$ cat src/hw/ict_pkg.sv
// shared types, cost tables and helpers for the instruction timing model
// assumes one clock domain; users reference everything as ict_pkg::name
`default_nettype none
package ict_pkg;

  // ************************************************************
  // operation, operand form and case codes
  // ************************************************************
  typedef enum logic [4:0] {
    OP_LOGICAL_SHIFT = 5'h00,
    OP_ARITH_SHIFT_LEFT = 5'h01,
    OP_ARITH_SHIFT_RIGHT = 5'h02,
    OP_ROTATE = 5'h03,
    OP_EXTEND_ROTATE = 5'h04,
    OP_BIT_TEST = 5'h05,
    OP_BIT_MODIFY = 5'h06,
    OP_FIELD_TEST = 5'h07,
    OP_FIELD_MODIFY = 5'h08,
    OP_FIELD_EXTRACT = 5'h09,
    OP_FIELD_INSERT = 5'h0a,
    OP_FIELD_FIND_FIRST_ONE = 5'h0b,
    OP_BRANCH_TAKEN = 5'h0c,
    OP_BRANCH_BYTE_NOT_TAKEN = 5'h0d,
    OP_BRANCH_WORD_NOT_TAKEN = 5'h0e,
    OP_BRANCH_LONG_NOT_TAKEN = 5'h0f,
    OP_DECBR_RUNNING = 5'h10,
    OP_DECBR_EXPIRED = 5'h11,
    OP_DECBR_COND_TRUE = 5'h12
  } ict_op_type;

  typedef enum logic [1:0] {
    FORM_REG_STATIC = 2'h0,
    FORM_REG_DYNAMIC = 2'h1,
    FORM_MEM = 2'h2,
    FORM_NONE = 2'h3
  } ict_form_type;

  typedef enum logic [1:0] {
    CASE_BEST = 2'h0,
    CASE_CACHE = 2'h1,
    CASE_WORST = 2'h2
  } ict_case_type;

  typedef enum logic [1:0] {
    ST_IDLE = 2'b01,
    ST_RUN = 2'b10
  } ict_state_type;

  // bus field holds read, prefetch, write counts, two bits each
  typedef struct packed {
    logic [7:0] clocks;
    logic [5:0] bus;
  } ict_cost_type;

  // index 0 best, 1 cache hit, 2 worst
  typedef ict_cost_type [2:0] ict_row_type;

  function automatic ict_row_type row(
    input logic [7:0] cb, input logic [7:0] cc, input logic [7:0] cw,
    input logic [5:0] bb, input logic [5:0] bc, input logic [5:0] bw);
    row = {{cw, bw}, {cc, bc}, {cb, bb}};
  endfunction

  // ************************************************************
  // cost rows: clocks best/cache/worst, then bus counts
  // ************************************************************
  localparam ict_row_type R_NONE = row(8'h01,8'h01,8'h01,6'h00,6'h00,6'h00);
  localparam ict_row_type R_LSH_ST = row(8'h01,8'h04,8'h04,6'h00,6'h00,6'h04);
  localparam ict_row_type R_LSH_DY = row(8'h03,8'h06,8'h06,6'h00,6'h00,6'h04);
  localparam ict_row_type R_LSH_M = row(8'h05,8'h05,8'h06,6'h01,6'h01,6'h05);
  localparam ict_row_type R_ASL_R = row(8'h05,8'h08,8'h08,6'h00,6'h00,6'h04);
  localparam ict_row_type R_ASL_M = row(8'h06,8'h06,8'h07,6'h01,6'h01,6'h05);
  localparam ict_row_type R_ASR_R = row(8'h03,8'h06,8'h06,6'h00,6'h00,6'h04);
  localparam ict_row_type R_ASR_M = row(8'h05,8'h05,8'h06,6'h01,6'h01,6'h05);
  localparam ict_row_type R_ROT_R = row(8'h05,8'h08,8'h08,6'h00,6'h00,6'h04);
  localparam ict_row_type R_ROT_M = row(8'h07,8'h07,8'h07,6'h01,6'h01,6'h05);
  localparam ict_row_type R_XRO_R = row(8'h09,8'h0c,8'h0c,6'h00,6'h00,6'h04);
  localparam ict_row_type R_XRO_M = row(8'h05,8'h05,8'h06,6'h01,6'h01,6'h05);
  localparam ict_row_type R_BTS_R = row(8'h01,8'h04,8'h05,6'h00,6'h00,6'h04);
  localparam ict_row_type R_BTS_M = row(8'h04,8'h04,8'h05,6'h00,6'h00,6'h04);
  localparam ict_row_type R_BMO_R = row(8'h01,8'h04,8'h05,6'h00,6'h00,6'h04);
  localparam ict_row_type R_BMO_M = row(8'h04,8'h04,8'h05,6'h01,6'h01,6'h05);
  localparam ict_row_type R_FTS_R = row(8'h03,8'h06,8'h07,6'h00,6'h00,6'h04);
  localparam ict_row_type R_FTS_4 = row(8'h0b,8'h0b,8'h0c,6'h10,6'h10,6'h14);
  localparam ict_row_type R_FTS_5 = row(8'h0f,8'h0f,8'h10,6'h20,6'h20,6'h24);
  localparam ict_row_type R_FMO_R = row(8'h09,8'h0c,8'h0c,6'h00,6'h00,6'h04);
  localparam ict_row_type R_FMO_4 = row(8'h10,8'h10,8'h10,6'h11,6'h11,6'h15);
  localparam ict_row_type R_FMO_5 = row(8'h18,8'h18,8'h18,6'h22,6'h22,6'h26);
  localparam ict_row_type R_FEX_R = row(8'h05,8'h08,8'h08,6'h00,6'h00,6'h04);
  localparam ict_row_type R_FEX_4 = row(8'h0d,8'h0d,8'h0d,6'h10,6'h10,6'h14);
  localparam ict_row_type R_FEX_5 = row(8'h12,8'h12,8'h12,6'h20,6'h20,6'h24);
  localparam ict_row_type R_FIN_R = row(8'h07,8'h0a,8'h0a,6'h00,6'h00,6'h04);
  localparam ict_row_type R_FIN_4 = row(8'h0e,8'h0e,8'h0f,6'h11,6'h11,6'h15);
  localparam ict_row_type R_FIN_5 = row(8'h14,8'h14,8'h15,6'h22,6'h22,6'h26);
  localparam ict_row_type R_FFO_R = row(8'h0f,8'h12,8'h12,6'h00,6'h00,6'h04);
  localparam ict_row_type R_FFO_4 = row(8'h18,8'h18,8'h18,6'h10,6'h10,6'h14);
  localparam ict_row_type R_FFO_5 = row(8'h20,8'h20,8'h20,6'h20,6'h20,6'h24);
  localparam ict_row_type R_BR_TK = row(8'h03,8'h06,8'h09,6'h00,6'h00,6'h08);
  localparam ict_row_type R_BR_BN = row(8'h01,8'h04,8'h05,6'h00,6'h00,6'h04);
  localparam ict_row_type R_BR_WN = row(8'h03,8'h06,8'h07,6'h00,6'h00,6'h04);
  localparam ict_row_type R_BR_LN = row(8'h03,8'h06,8'h09,6'h00,6'h00,6'h08);
  localparam ict_row_type R_DB_RUN = row(8'h03,8'h06,8'h09,6'h00,6'h00,6'h08);
  localparam ict_row_type R_DB_EXP = row(8'h07,8'h0a,8'h0a,6'h00,6'h00,6'h0c);
  localparam ict_row_type R_DB_TRU = row(8'h03,8'h06,8'h07,6'h00,6'h00,6'h04);

endpackage
`default_nettype wire

$ cat src/hw/ict_timing_core.sv
// cycle-count execution model for shift/rotate, bit, bit-field and
// conditional branch instructions
// assumes the decoder drives the request on mclk; add-on address time
// comes from the address stage already in clocks
`default_nettype none

// How it works
// - shift and rotate time never depends on the shift count
// - register shift by register count: 3 best, 6 otherwise, one prefetch in worst
// - memory single-position shift adds the effective-address fetch time
// - memory extend-rotate: 5 clocks one write, worst 6 with a prefetch
// - memory bit change/clear/set: 4 clocks one write, worst 5 plus prefetch
// - memory bit op with immediate number adds immediate-address fetch time
// - memory bit-field op adds immediate-address calculation time
// - field spanning five bytes needs two operand cycles, else one
// - memory field test under five bytes: 11 with read, worst 12
// - memory field invert/clear/set under five bytes: always 16 clocks
// - memory field extract under five bytes: 13 clocks, one read
// - memory field insert under five bytes: 14, worst 15 with prefetch
// - memory find-first-one under five bytes: 24 clocks, one read
// - decrement-branch false, count expired: 7 best, 10 otherwise
// - decrement-branch false, running: 3 best, 6 cache, 9 worst
// - branch figures are complete, nothing added
// - bus cycles lie inside the total clock count
module ict_timing_core #(
  parameter int ADD_W = 8,
  parameter int TOT_W = 10
) (
  input wire logic mclk,
  input wire logic rst,
  input wire logic instValid,
  output logic instReady,
  input wire ict_pkg::ict_op_type opSel,
  input wire ict_pkg::ict_form_type formSel,
  input wire logic fieldSpan5,
  input wire logic overlapPrev,
  input wire logic cacheHit,
  input wire logic [ADD_W-1:0] addOnClocks,
  output logic busy,
  output logic donePulse,
  output logic rejectPulse,
  output logic [TOT_W-1:0] totalClocks_r,
  output ict_pkg::ict_case_type caseUsed_r,
  output logic [1:0] readCount_r,
  output logic [1:0] prefetchCount_r,
  output logic [1:0] writeCount_r,
  output logic busRead,
  output logic busPrefetch,
  output logic busWrite,
  output logic [31:0] instCount_r
);

  // ************************************************************
  // table lookup helpers
  // ************************************************************

  // row for register forms and for memory forms of the field
  // group; operand span only matters for fields
  function automatic ict_pkg::ict_row_type fieldRow(
    input ict_pkg::ict_form_type form, input logic span5,
    input ict_pkg::ict_row_type rReg, input ict_pkg::ict_row_type r4,
    input ict_pkg::ict_row_type r5);
    // five-byte span costs a second operand cycle
    if (form != ict_pkg::FORM_MEM)
      fieldRow = rReg;
    else if (span5)
      fieldRow = r5;
    else
      fieldRow = r4;
  endfunction

  function automatic ict_pkg::ict_row_type lookupRow(
    input ict_pkg::ict_op_type op, input ict_pkg::ict_form_type form,
    input logic span5);
    logic mem;
    mem = (form == ict_pkg::FORM_MEM);
    // no shift count reaches the table
    unique case (op)
      ict_pkg::OP_LOGICAL_SHIFT: begin
        if (form == ict_pkg::FORM_REG_DYNAMIC)
          lookupRow = ict_pkg::R_LSH_DY;
        else if (mem)
          lookupRow = ict_pkg::R_LSH_M;
        else
          lookupRow = ict_pkg::R_LSH_ST;
      end
      ict_pkg::OP_ARITH_SHIFT_LEFT:
        lookupRow = mem ? ict_pkg::R_ASL_M : ict_pkg::R_ASL_R;
      ict_pkg::OP_ARITH_SHIFT_RIGHT:
        lookupRow = mem ? ict_pkg::R_ASR_M : ict_pkg::R_ASR_R;
      ict_pkg::OP_ROTATE:
        lookupRow = mem ? ict_pkg::R_ROT_M : ict_pkg::R_ROT_R;
      ict_pkg::OP_EXTEND_ROTATE: begin
        // either direction shares one memory row
        lookupRow = mem ? ict_pkg::R_XRO_M : ict_pkg::R_XRO_R;
      end
      ict_pkg::OP_BIT_TEST:
        lookupRow = mem ? ict_pkg::R_BTS_M : ict_pkg::R_BTS_R;
      ict_pkg::OP_BIT_MODIFY: begin
        // invert, clear and set cost the same
        lookupRow = mem ? ict_pkg::R_BMO_M : ict_pkg::R_BMO_R;
      end
      ict_pkg::OP_FIELD_TEST: begin
        lookupRow = fieldRow(form, span5, ict_pkg::R_FTS_R,
                             ict_pkg::R_FTS_4, ict_pkg::R_FTS_5);
      end
      ict_pkg::OP_FIELD_MODIFY: begin
        lookupRow = fieldRow(form, span5, ict_pkg::R_FMO_R,
                             ict_pkg::R_FMO_4, ict_pkg::R_FMO_5);
      end
      ict_pkg::OP_FIELD_EXTRACT: begin
        lookupRow = fieldRow(form, span5, ict_pkg::R_FEX_R,
                             ict_pkg::R_FEX_4, ict_pkg::R_FEX_5);
      end
      ict_pkg::OP_FIELD_INSERT: begin
        lookupRow = fieldRow(form, span5, ict_pkg::R_FIN_R,
                             ict_pkg::R_FIN_4, ict_pkg::R_FIN_5);
      end
      ict_pkg::OP_FIELD_FIND_FIRST_ONE: begin
        lookupRow = fieldRow(form, span5, ict_pkg::R_FFO_R,
                             ict_pkg::R_FFO_4, ict_pkg::R_FFO_5);
      end
      ict_pkg::OP_BRANCH_TAKEN:
        lookupRow = ict_pkg::R_BR_TK;
      ict_pkg::OP_BRANCH_BYTE_NOT_TAKEN:
        lookupRow = ict_pkg::R_BR_BN;
      ict_pkg::OP_BRANCH_WORD_NOT_TAKEN:
        lookupRow = ict_pkg::R_BR_WN;
      ict_pkg::OP_BRANCH_LONG_NOT_TAKEN:
        lookupRow = ict_pkg::R_BR_LN;
      ict_pkg::OP_DECBR_RUNNING: begin
        lookupRow = ict_pkg::R_DB_RUN;
      end
      ict_pkg::OP_DECBR_EXPIRED: begin
        lookupRow = ict_pkg::R_DB_EXP;
      end
      ict_pkg::OP_DECBR_COND_TRUE:
        lookupRow = ict_pkg::R_DB_TRU;
      default:
        lookupRow = ict_pkg::R_NONE;
    endcase
  endfunction

  function automatic logic isBranch(input ict_pkg::ict_op_type op);
    isBranch = (op >= ict_pkg::OP_BRANCH_TAKEN) &&
               (op <= ict_pkg::OP_DECBR_COND_TRUE);
  endfunction

  function automatic logic isShift(input ict_pkg::ict_op_type op);
    isShift = (op <= ict_pkg::OP_EXTEND_ROTATE);
  endfunction

  // branches carry no operand; only the logical shift has a
  // register-count form; unknown codes are refused
  function automatic logic formLegal(
    input ict_pkg::ict_op_type op, input ict_pkg::ict_form_type form);
    if (op > ict_pkg::OP_DECBR_COND_TRUE)
      formLegal = 1'b0;
    else if (isBranch(op))
      formLegal = (form == ict_pkg::FORM_NONE);
    else if (form == ict_pkg::FORM_NONE)
      formLegal = 1'b0;
    else if (form == ict_pkg::FORM_REG_DYNAMIC)
      formLegal = (op == ict_pkg::OP_LOGICAL_SHIFT);
    else
      formLegal = 1'b1;
  endfunction

  // address-stage clocks apply only to memory operands
  function automatic logic addOnApplies(
    input ict_pkg::ict_op_type op, input ict_pkg::ict_form_type form);
    if (isBranch(op))
      addOnApplies = 1'b0;
    // shifts bit ops fields on memory add it
    else
      addOnApplies = (form == ict_pkg::FORM_MEM);
  endfunction

  // overlap beats cache hit, otherwise full prefetch
  function automatic ict_pkg::ict_case_type pickCase(
    input logic overlap, input logic hit);
    if (overlap)
      pickCase = ict_pkg::CASE_BEST;
    else if (hit)
      pickCase = ict_pkg::CASE_CACHE;
    else
      pickCase = ict_pkg::CASE_WORST;
  endfunction

  // ************************************************************
  // request decode
  // ************************************************************
  ict_pkg::ict_state_type state_r;
  ict_pkg::ict_row_type reqRow;
  ict_pkg::ict_cost_type reqCost;
  ict_pkg::ict_case_type reqCase;
  logic reqLegal;
  logic accept;
  logic refuse;
  logic [TOT_W-1:0] addOnPart;
  logic [TOT_W-1:0] totalClocks_nxt;
  logic [TOT_W-1:0] remain_r;

  always_comb begin
    reqRow = lookupRow(opSel, formSel, fieldSpan5);
    reqCase = pickCase(overlapPrev, cacheHit);
    reqCost = reqRow[reqCase];
    reqLegal = formLegal(opSel, formSel);
  end

  always_comb begin
    if (addOnApplies(opSel, formSel))
      addOnPart = TOT_W'(addOnClocks);
    else
      addOnPart = '0;
    // bus cycles are inside the listed figure, not added
    totalClocks_nxt = TOT_W'(reqCost.clocks) + addOnPart;
  end

  assign instReady = (state_r == ict_pkg::ST_IDLE);
  assign accept = instValid && instReady && reqLegal;
  assign refuse = instValid && instReady && !reqLegal;
  assign busy = (state_r == ict_pkg::ST_RUN);
  assign donePulse = busy && (remain_r == TOT_W'(1));

  // ************************************************************
  // execution countdown
  // ************************************************************
  always_ff @(posedge mclk) begin
    if (rst) begin
      state_r <= ict_pkg::ST_IDLE;
      remain_r <= '0;
    end else begin
      unique case (state_r)
        ict_pkg::ST_IDLE: begin
          if (accept) begin
            state_r <= ict_pkg::ST_RUN;
            remain_r <= totalClocks_nxt;
          end
        end
        ict_pkg::ST_RUN: begin
          remain_r <= remain_r - TOT_W'(1);
          if (remain_r == TOT_W'(1))
            state_r <= ict_pkg::ST_IDLE;
        end
        default: begin
          state_r <= ict_pkg::ST_IDLE;
          remain_r <= '0;
        end
      endcase
    end
  end

  // ************************************************************
  // result registers
  // ************************************************************
  always_ff @(posedge mclk) begin
    if (rst) begin
      totalClocks_r <= '0;
      caseUsed_r <= ict_pkg::CASE_BEST;
      readCount_r <= 2'h0;
      prefetchCount_r <= 2'h0;
      writeCount_r <= 2'h0;
    end else if (accept) begin
      totalClocks_r <= totalClocks_nxt;
      caseUsed_r <= reqCase;
      readCount_r <= reqCost.bus[5:4];
      prefetchCount_r <= reqCost.bus[3:2];
      writeCount_r <= reqCost.bus[1:0];
    end
  end

  // refusal is a registered one-cycle flag; no timing is started
  always_ff @(posedge mclk) begin
    if (rst)
      rejectPulse <= 1'b0;
    else
      rejectPulse <= refuse;
  end

  // wraps silently; a long-running count is only a statistic
  always_ff @(posedge mclk) begin
    if (rst)
      instCount_r <= 32'h0;
    else if (accept)
      instCount_r <= instCount_r + 32'h1;
  end

  // ************************************************************
  // bus cycle issue
  // ************************************************************
  // bus pulses start in the first busy clock, one per clock
  ict_bus_sequencer u_seq (
    .mclk(mclk),
    .rst(rst),
    .start(accept),
    .readNum(reqCost.bus[5:4]),
    .prefetchNum(reqCost.bus[3:2]),
    .writeNum(reqCost.bus[1:0]),
    .busRead(busRead),
    .busPrefetch(busPrefetch),
    .busWrite(busWrite)
  );

endmodule
`default_nettype wire

$ cat src/hw/ict_bus_sequencer.sv
// issues the operand read, prefetch and write bus cycles of one instruction
// assumes start comes on the edge that loads the clock countdown
`default_nettype none
module ict_bus_sequencer (
  input wire logic mclk,
  input wire logic rst,
  input wire logic start,
  input wire logic [1:0] readNum,
  input wire logic [1:0] prefetchNum,
  input wire logic [1:0] writeNum,
  output logic busRead,
  output logic busPrefetch,
  output logic busWrite
);

  logic [1:0] rdLeft_r;
  logic [1:0] pfLeft_r;
  logic [1:0] wrLeft_r;
  logic [1:0] rdNow;
  logic [1:0] pfNow;
  logic [1:0] wrNow;

  // a new start overrides leftovers; counts always fit inside the total
  always_comb begin
    rdNow = start ? readNum : rdLeft_r;
    pfNow = start ? prefetchNum : pfLeft_r;
    wrNow = start ? writeNum : wrLeft_r;
  end

  // ************************************************************
  // one bus cycle per clock: reads, then prefetches, then writes
  // ************************************************************
  always_ff @(posedge mclk) begin
    if (rst) begin
      rdLeft_r <= 2'h0;
      pfLeft_r <= 2'h0;
      wrLeft_r <= 2'h0;
      busRead <= 1'b0;
      busPrefetch <= 1'b0;
      busWrite <= 1'b0;
    end else begin
      rdLeft_r <= rdNow;
      pfLeft_r <= pfNow;
      wrLeft_r <= wrNow;
      busRead <= 1'b0;
      busPrefetch <= 1'b0;
      busWrite <= 1'b0;
      if (rdNow != 2'h0) begin
        rdLeft_r <= rdNow - 2'h1;
        busRead <= 1'b1;
      end else if (pfNow != 2'h0) begin
        pfLeft_r <= pfNow - 2'h1;
        busPrefetch <= 1'b1;
      end else if (wrNow != 2'h0) begin
        wrLeft_r <= wrNow - 2'h1;
        busWrite <= 1'b1;
      end
    end
  end

endmodule
`default_nettype wire

$ cat config.mk
export PLATFORM = sky130hd
export DESIGN_NAME = ict_timing_core
export DESIGN_NICKNAME = d
export VERILOG_FILES = /design/src/hw/ict_pkg.sv /design/src/hw/ict_timing_core.sv /design/src/hw/ict_bus_sequencer.sv
export SDC_FILE = /design/constraint.sdc
export NUM_CORES = 1
export LEC_CHECK = 0
export BUFFER_PORTS_ARGS = -buffer_cell sky130_fd_sc_hd__buf_2
export CORE_AREA = 4 4 77 115
export CTS_CLUSTER_SIZE = 25
export DETAILED_ROUTE_END_ITERATION = 7
export DIE_AREA = 0 0 81 119
export PLACE_DENSITY = 0.8
export SETUP_SLACK_MARGIN = 0.4
export SLEW_MARGIN = 25
export SYNTH_ARGS = -nofsm -noshare
export SYNTH_HDL_FRONTEND = slang
export SYNTH_SLANG_ARGS = --single-unit
$ cat constraint.sdc
create_clock -name mclk -period 11.2 [get_ports mclk]
set_input_delay 2.24 -clock mclk [delete_from_list [all_inputs] [get_ports mclk]]
set_output_delay 2.24 -clock mclk [all_outputs]
set_load 0.05 [all_outputs]
==> reports/metrics.yaml <==
status:
  status: "completed"
setup_path:
  r2r-end: "u_seq.wrLeft_r[0]"
  cp.arrival_ns: 5.84
  r2r_setup_slack_ns: 8.58
  r2r_start: "state_r[1]"
  critical_path_class: "input port to flip-flop"
  cp-end-kind: "flip-flop"
  crit_required_ns: 11.45
  crit_fanout: 23
  critPathLaunchType: "input port"
  reg2reg_depth: 7
power_and_ir_drop:
  power_density_nw_per_um2: 126
  p_sw_uw: 185
  seq_power_share_pct: 38.7
  power.leakage_uw: 0.00218
  switching_share_pct: 27.5
  pwr-share-comb_pct: 16.5
  power_frac_clock_pct: 44.8
  max-vdd-ir-drop_v: 0.0000973
  internal_power_uw: 486
grt:
  grt_pass1_wl_mm: 21.1
  overflow: 0
  grt_pass1_vias: 4473
  antenna_found_initial: 0
  grt_usage_pct: 27.7
  grt_max_degree: 72
sta:
  setup_violations: 0
  tightest_slew_ns: 0.930
  fin_skew_ns: 0.00661
  tns_ns: 0
  layout_min_cycle_time_ns: 5.58
  rsz0062_at_grt: "false"
  slew_headroom_pct: 38.0
  hold_viol: 0
  max_freq_mhz: 179
  period_share_pct: 49.9
  final_max_slew_viol_count: 0
layout:
  fin_nets: 697
  antenna_cells_inserted: 0
  fin_util_pct: 67.5
  layout-drive-gt1-share_pct: 17.0
  area_growth_pct: 15.0
  fillers: 727
cts:
  cts_setup_buffers: 0
  cts_num_sinks: 71
  clockBufferDepth: 2
  cts_buffers: 9
  htreeDepth: 3
  cts_tree: "built"
  clk_latency_ns: 0.34
  post_cts_resized: 0
  clkTransAtPathRegs_ns: 0.05
  cts_hold_buf: 0
  root_buffer: "clkbuf_16"
drt:
  dr.pass1.iters: 6
  post-route-drc-count: 0
  vias: 4730
  viasPerCell: 6.14
  ant_nets: 0
  avgRoutedWirePerCell_um: 16.9
  drt_iter0_markers: 400
  wirelength_mm: 13.0
synth:
  netlist_instances: 608
  synth-seq-cells: 71
  syn-num-nets: 645
  ys.flop_type: "dfxtp_1"
  synth_most_common_cell: "dfxtp_1"
  yosys.area.top_type_share_pct: 30.6
  yosys_warnings: 0
  synth_edf_count: 0
  avgSynthCellArea_um2: 7.63
  yosys-top-cells-count: "dfxtp_1 (71), nor2_1 (65), nand2_1 (60)"
  yosys-top-cells-area: "dfxtp_1 (31%), a21oi_1 (5.5%), nor2_1 (5.3%), nand2_1 (4.9%), ha_1 (4.0%)"
  synth_top_area_cell: "dfxtp_1"
  synth_cell_types: 73
  synth_area_um2: 4640
  yosysSeqAreaShare_pct: 30.6
  async_reset_ff_share_pct: 0
worst_hold_path:
  whs_path_depth: 2
  hp-class: "flip-flop to flip-flop"
  hold_start: "totalClocks_r[2]"
  worstHoldEndpoint: "totalClocks_r[2]"
floorplan:
  start_util_pct: 58.7
  io_pins: 78
  die_h_um: 119
  fp.dieArea_um2: 9640
  fp.coreArea_um2: 7910
  die_x_um: 81
  placementRows: 40
placed_design:
  place.gp.congestion: 1.00
  port_buffers: 76
  dp_hpwl_mm: 9.52
flow_run:
  maxCapViolCount: 0
## power groups by stage
stage | combinational (uW) | sequential, uW | clock [uW]
after global placement | 107 | 265 | 0
final | 111 | 260 | 301
after global routing | 121 | 260 | 317
after floorplan | 75.9 | 272 | 0
after CTS | 109 | 260 | 306
after detailed placement | 108 | 265 | 0
## layout make-up
cell class / instances / area [um2] / area share, %
multi-input cells: 480 / 2990 / 56.1
flip-flops and latches: 71 / 1420 / 26.6
repair buffers: 80 / 410 / 7.69
clock buffers: 10 / 229 / 4.29
well taps: 105 / 131 / 2.46
clock inverters: 6 / 83.8 / 1.57
inverters: 18 / 67.6 / 1.27
## cells in the final DEF, fill, tap and decap left out, drive strengths merged, types with 12 or more instances in the layout
cell	count
buf	80
dfxtp	71
nor3	16
nand2b	12
nor2	65
xnor2	18
o21ai	29
nand2	61
inv	19
nand3	24
and2	13
a21oi	51
ha	15
xor2	21
## flip-flops by register name, indices dropped and copies added, names as in the netlist
register           count
state_r                2
caseUsed_r             2
instCount_r           32
readCount_r            2
u_seq.wrLeft_r         2
u_seq.busPrefetch      1
prefetchCount_r        2
remain_r              10
totalClocks_r          9
u_seq.rdLeft_r         2
writeCount_r           2
rejectPulse            1
u_seq.busRead          1
u_seq.pfLeft_r         2
u_seq.busWrite         1
## kinds of logic after synthesis
| family | count (synthesis) | synth area share [%] |
|---|---|---|
| AO/OA/AOI/OAI | 152 | 21.1 |
| flip-flops | 71 | 30.6 |
| buffers and inverters | 57 | 5.09 |
| other | 1 | 0.0808 |
| XOR/XNOR | 39 | 7.36 |
| adder cells (fa/ha/maj) | 17 | 4.69 |
| multiplexers | 4 | 0.863 |
| AND/OR/NAND/NOR | 267 | 30.2 |
## metal layers
layer | vias to the layer above | GRT usage [%] | wire, um
met5 | - | 0 | 0
met4 | 0 | 17.1 | 733
met3 | 50 | 4.84 | 676
met2 | 197 | 48.8 | 6860
met1 | 2215 | 29.5 | 4740
li1 | 2268 | - | -
## critical path: stages
cell and delay [ns]:
buf_2 0.12, inv_1 0.08, ha_1 0.64, inv_1 0.18
nor3_1 0.48, a311o_1 0.21, o22ai_1 0.07, a2bb2oi_1 0.21
ha_1 0.27, fa_1 0.24, a21o_1 0.12, a21oi_1 0.08
o21ai_0 0.30, nor4bb_1 0.29, o21ai_0 0.14, a21oi_1 0.17
## through the flow
step                      total power [uW]  cells  setup WS, ns  hold slack, ns  area [um2]
final                                  671    770          5.62           0.454        5340
after global routing                   698    770          5.35           0.474        5340
after CTS                              675    770          5.68           0.455        5330
after detailed placement               373    754          5.38           0.447        5010
after global placement                 372    754          5.56           0.441        5010
after floorplan                        348    608          6.06           0.459        4640
## worst max-delay path by stage
stage | from | endpoint | depth (start not counted) | slack (ns)
after floorplan | opSel[1] | remain_r[8] | 15 | 6.06
after global placement | formSel[0] | remain_r[8] | 16 | 5.56
after detailed placement | formSel[0] | remain_r[8] | 16 | 5.38
after CTS | formSel[0] | remain_r[8] | 16 | 5.68
after global routing | formSel[0] | remain_r[8] | 16 | 5.35
final | formSel[0] | remain_r[8] | 16 | 5.62
No activity file was read; power rests on OpenSTA's default activity.
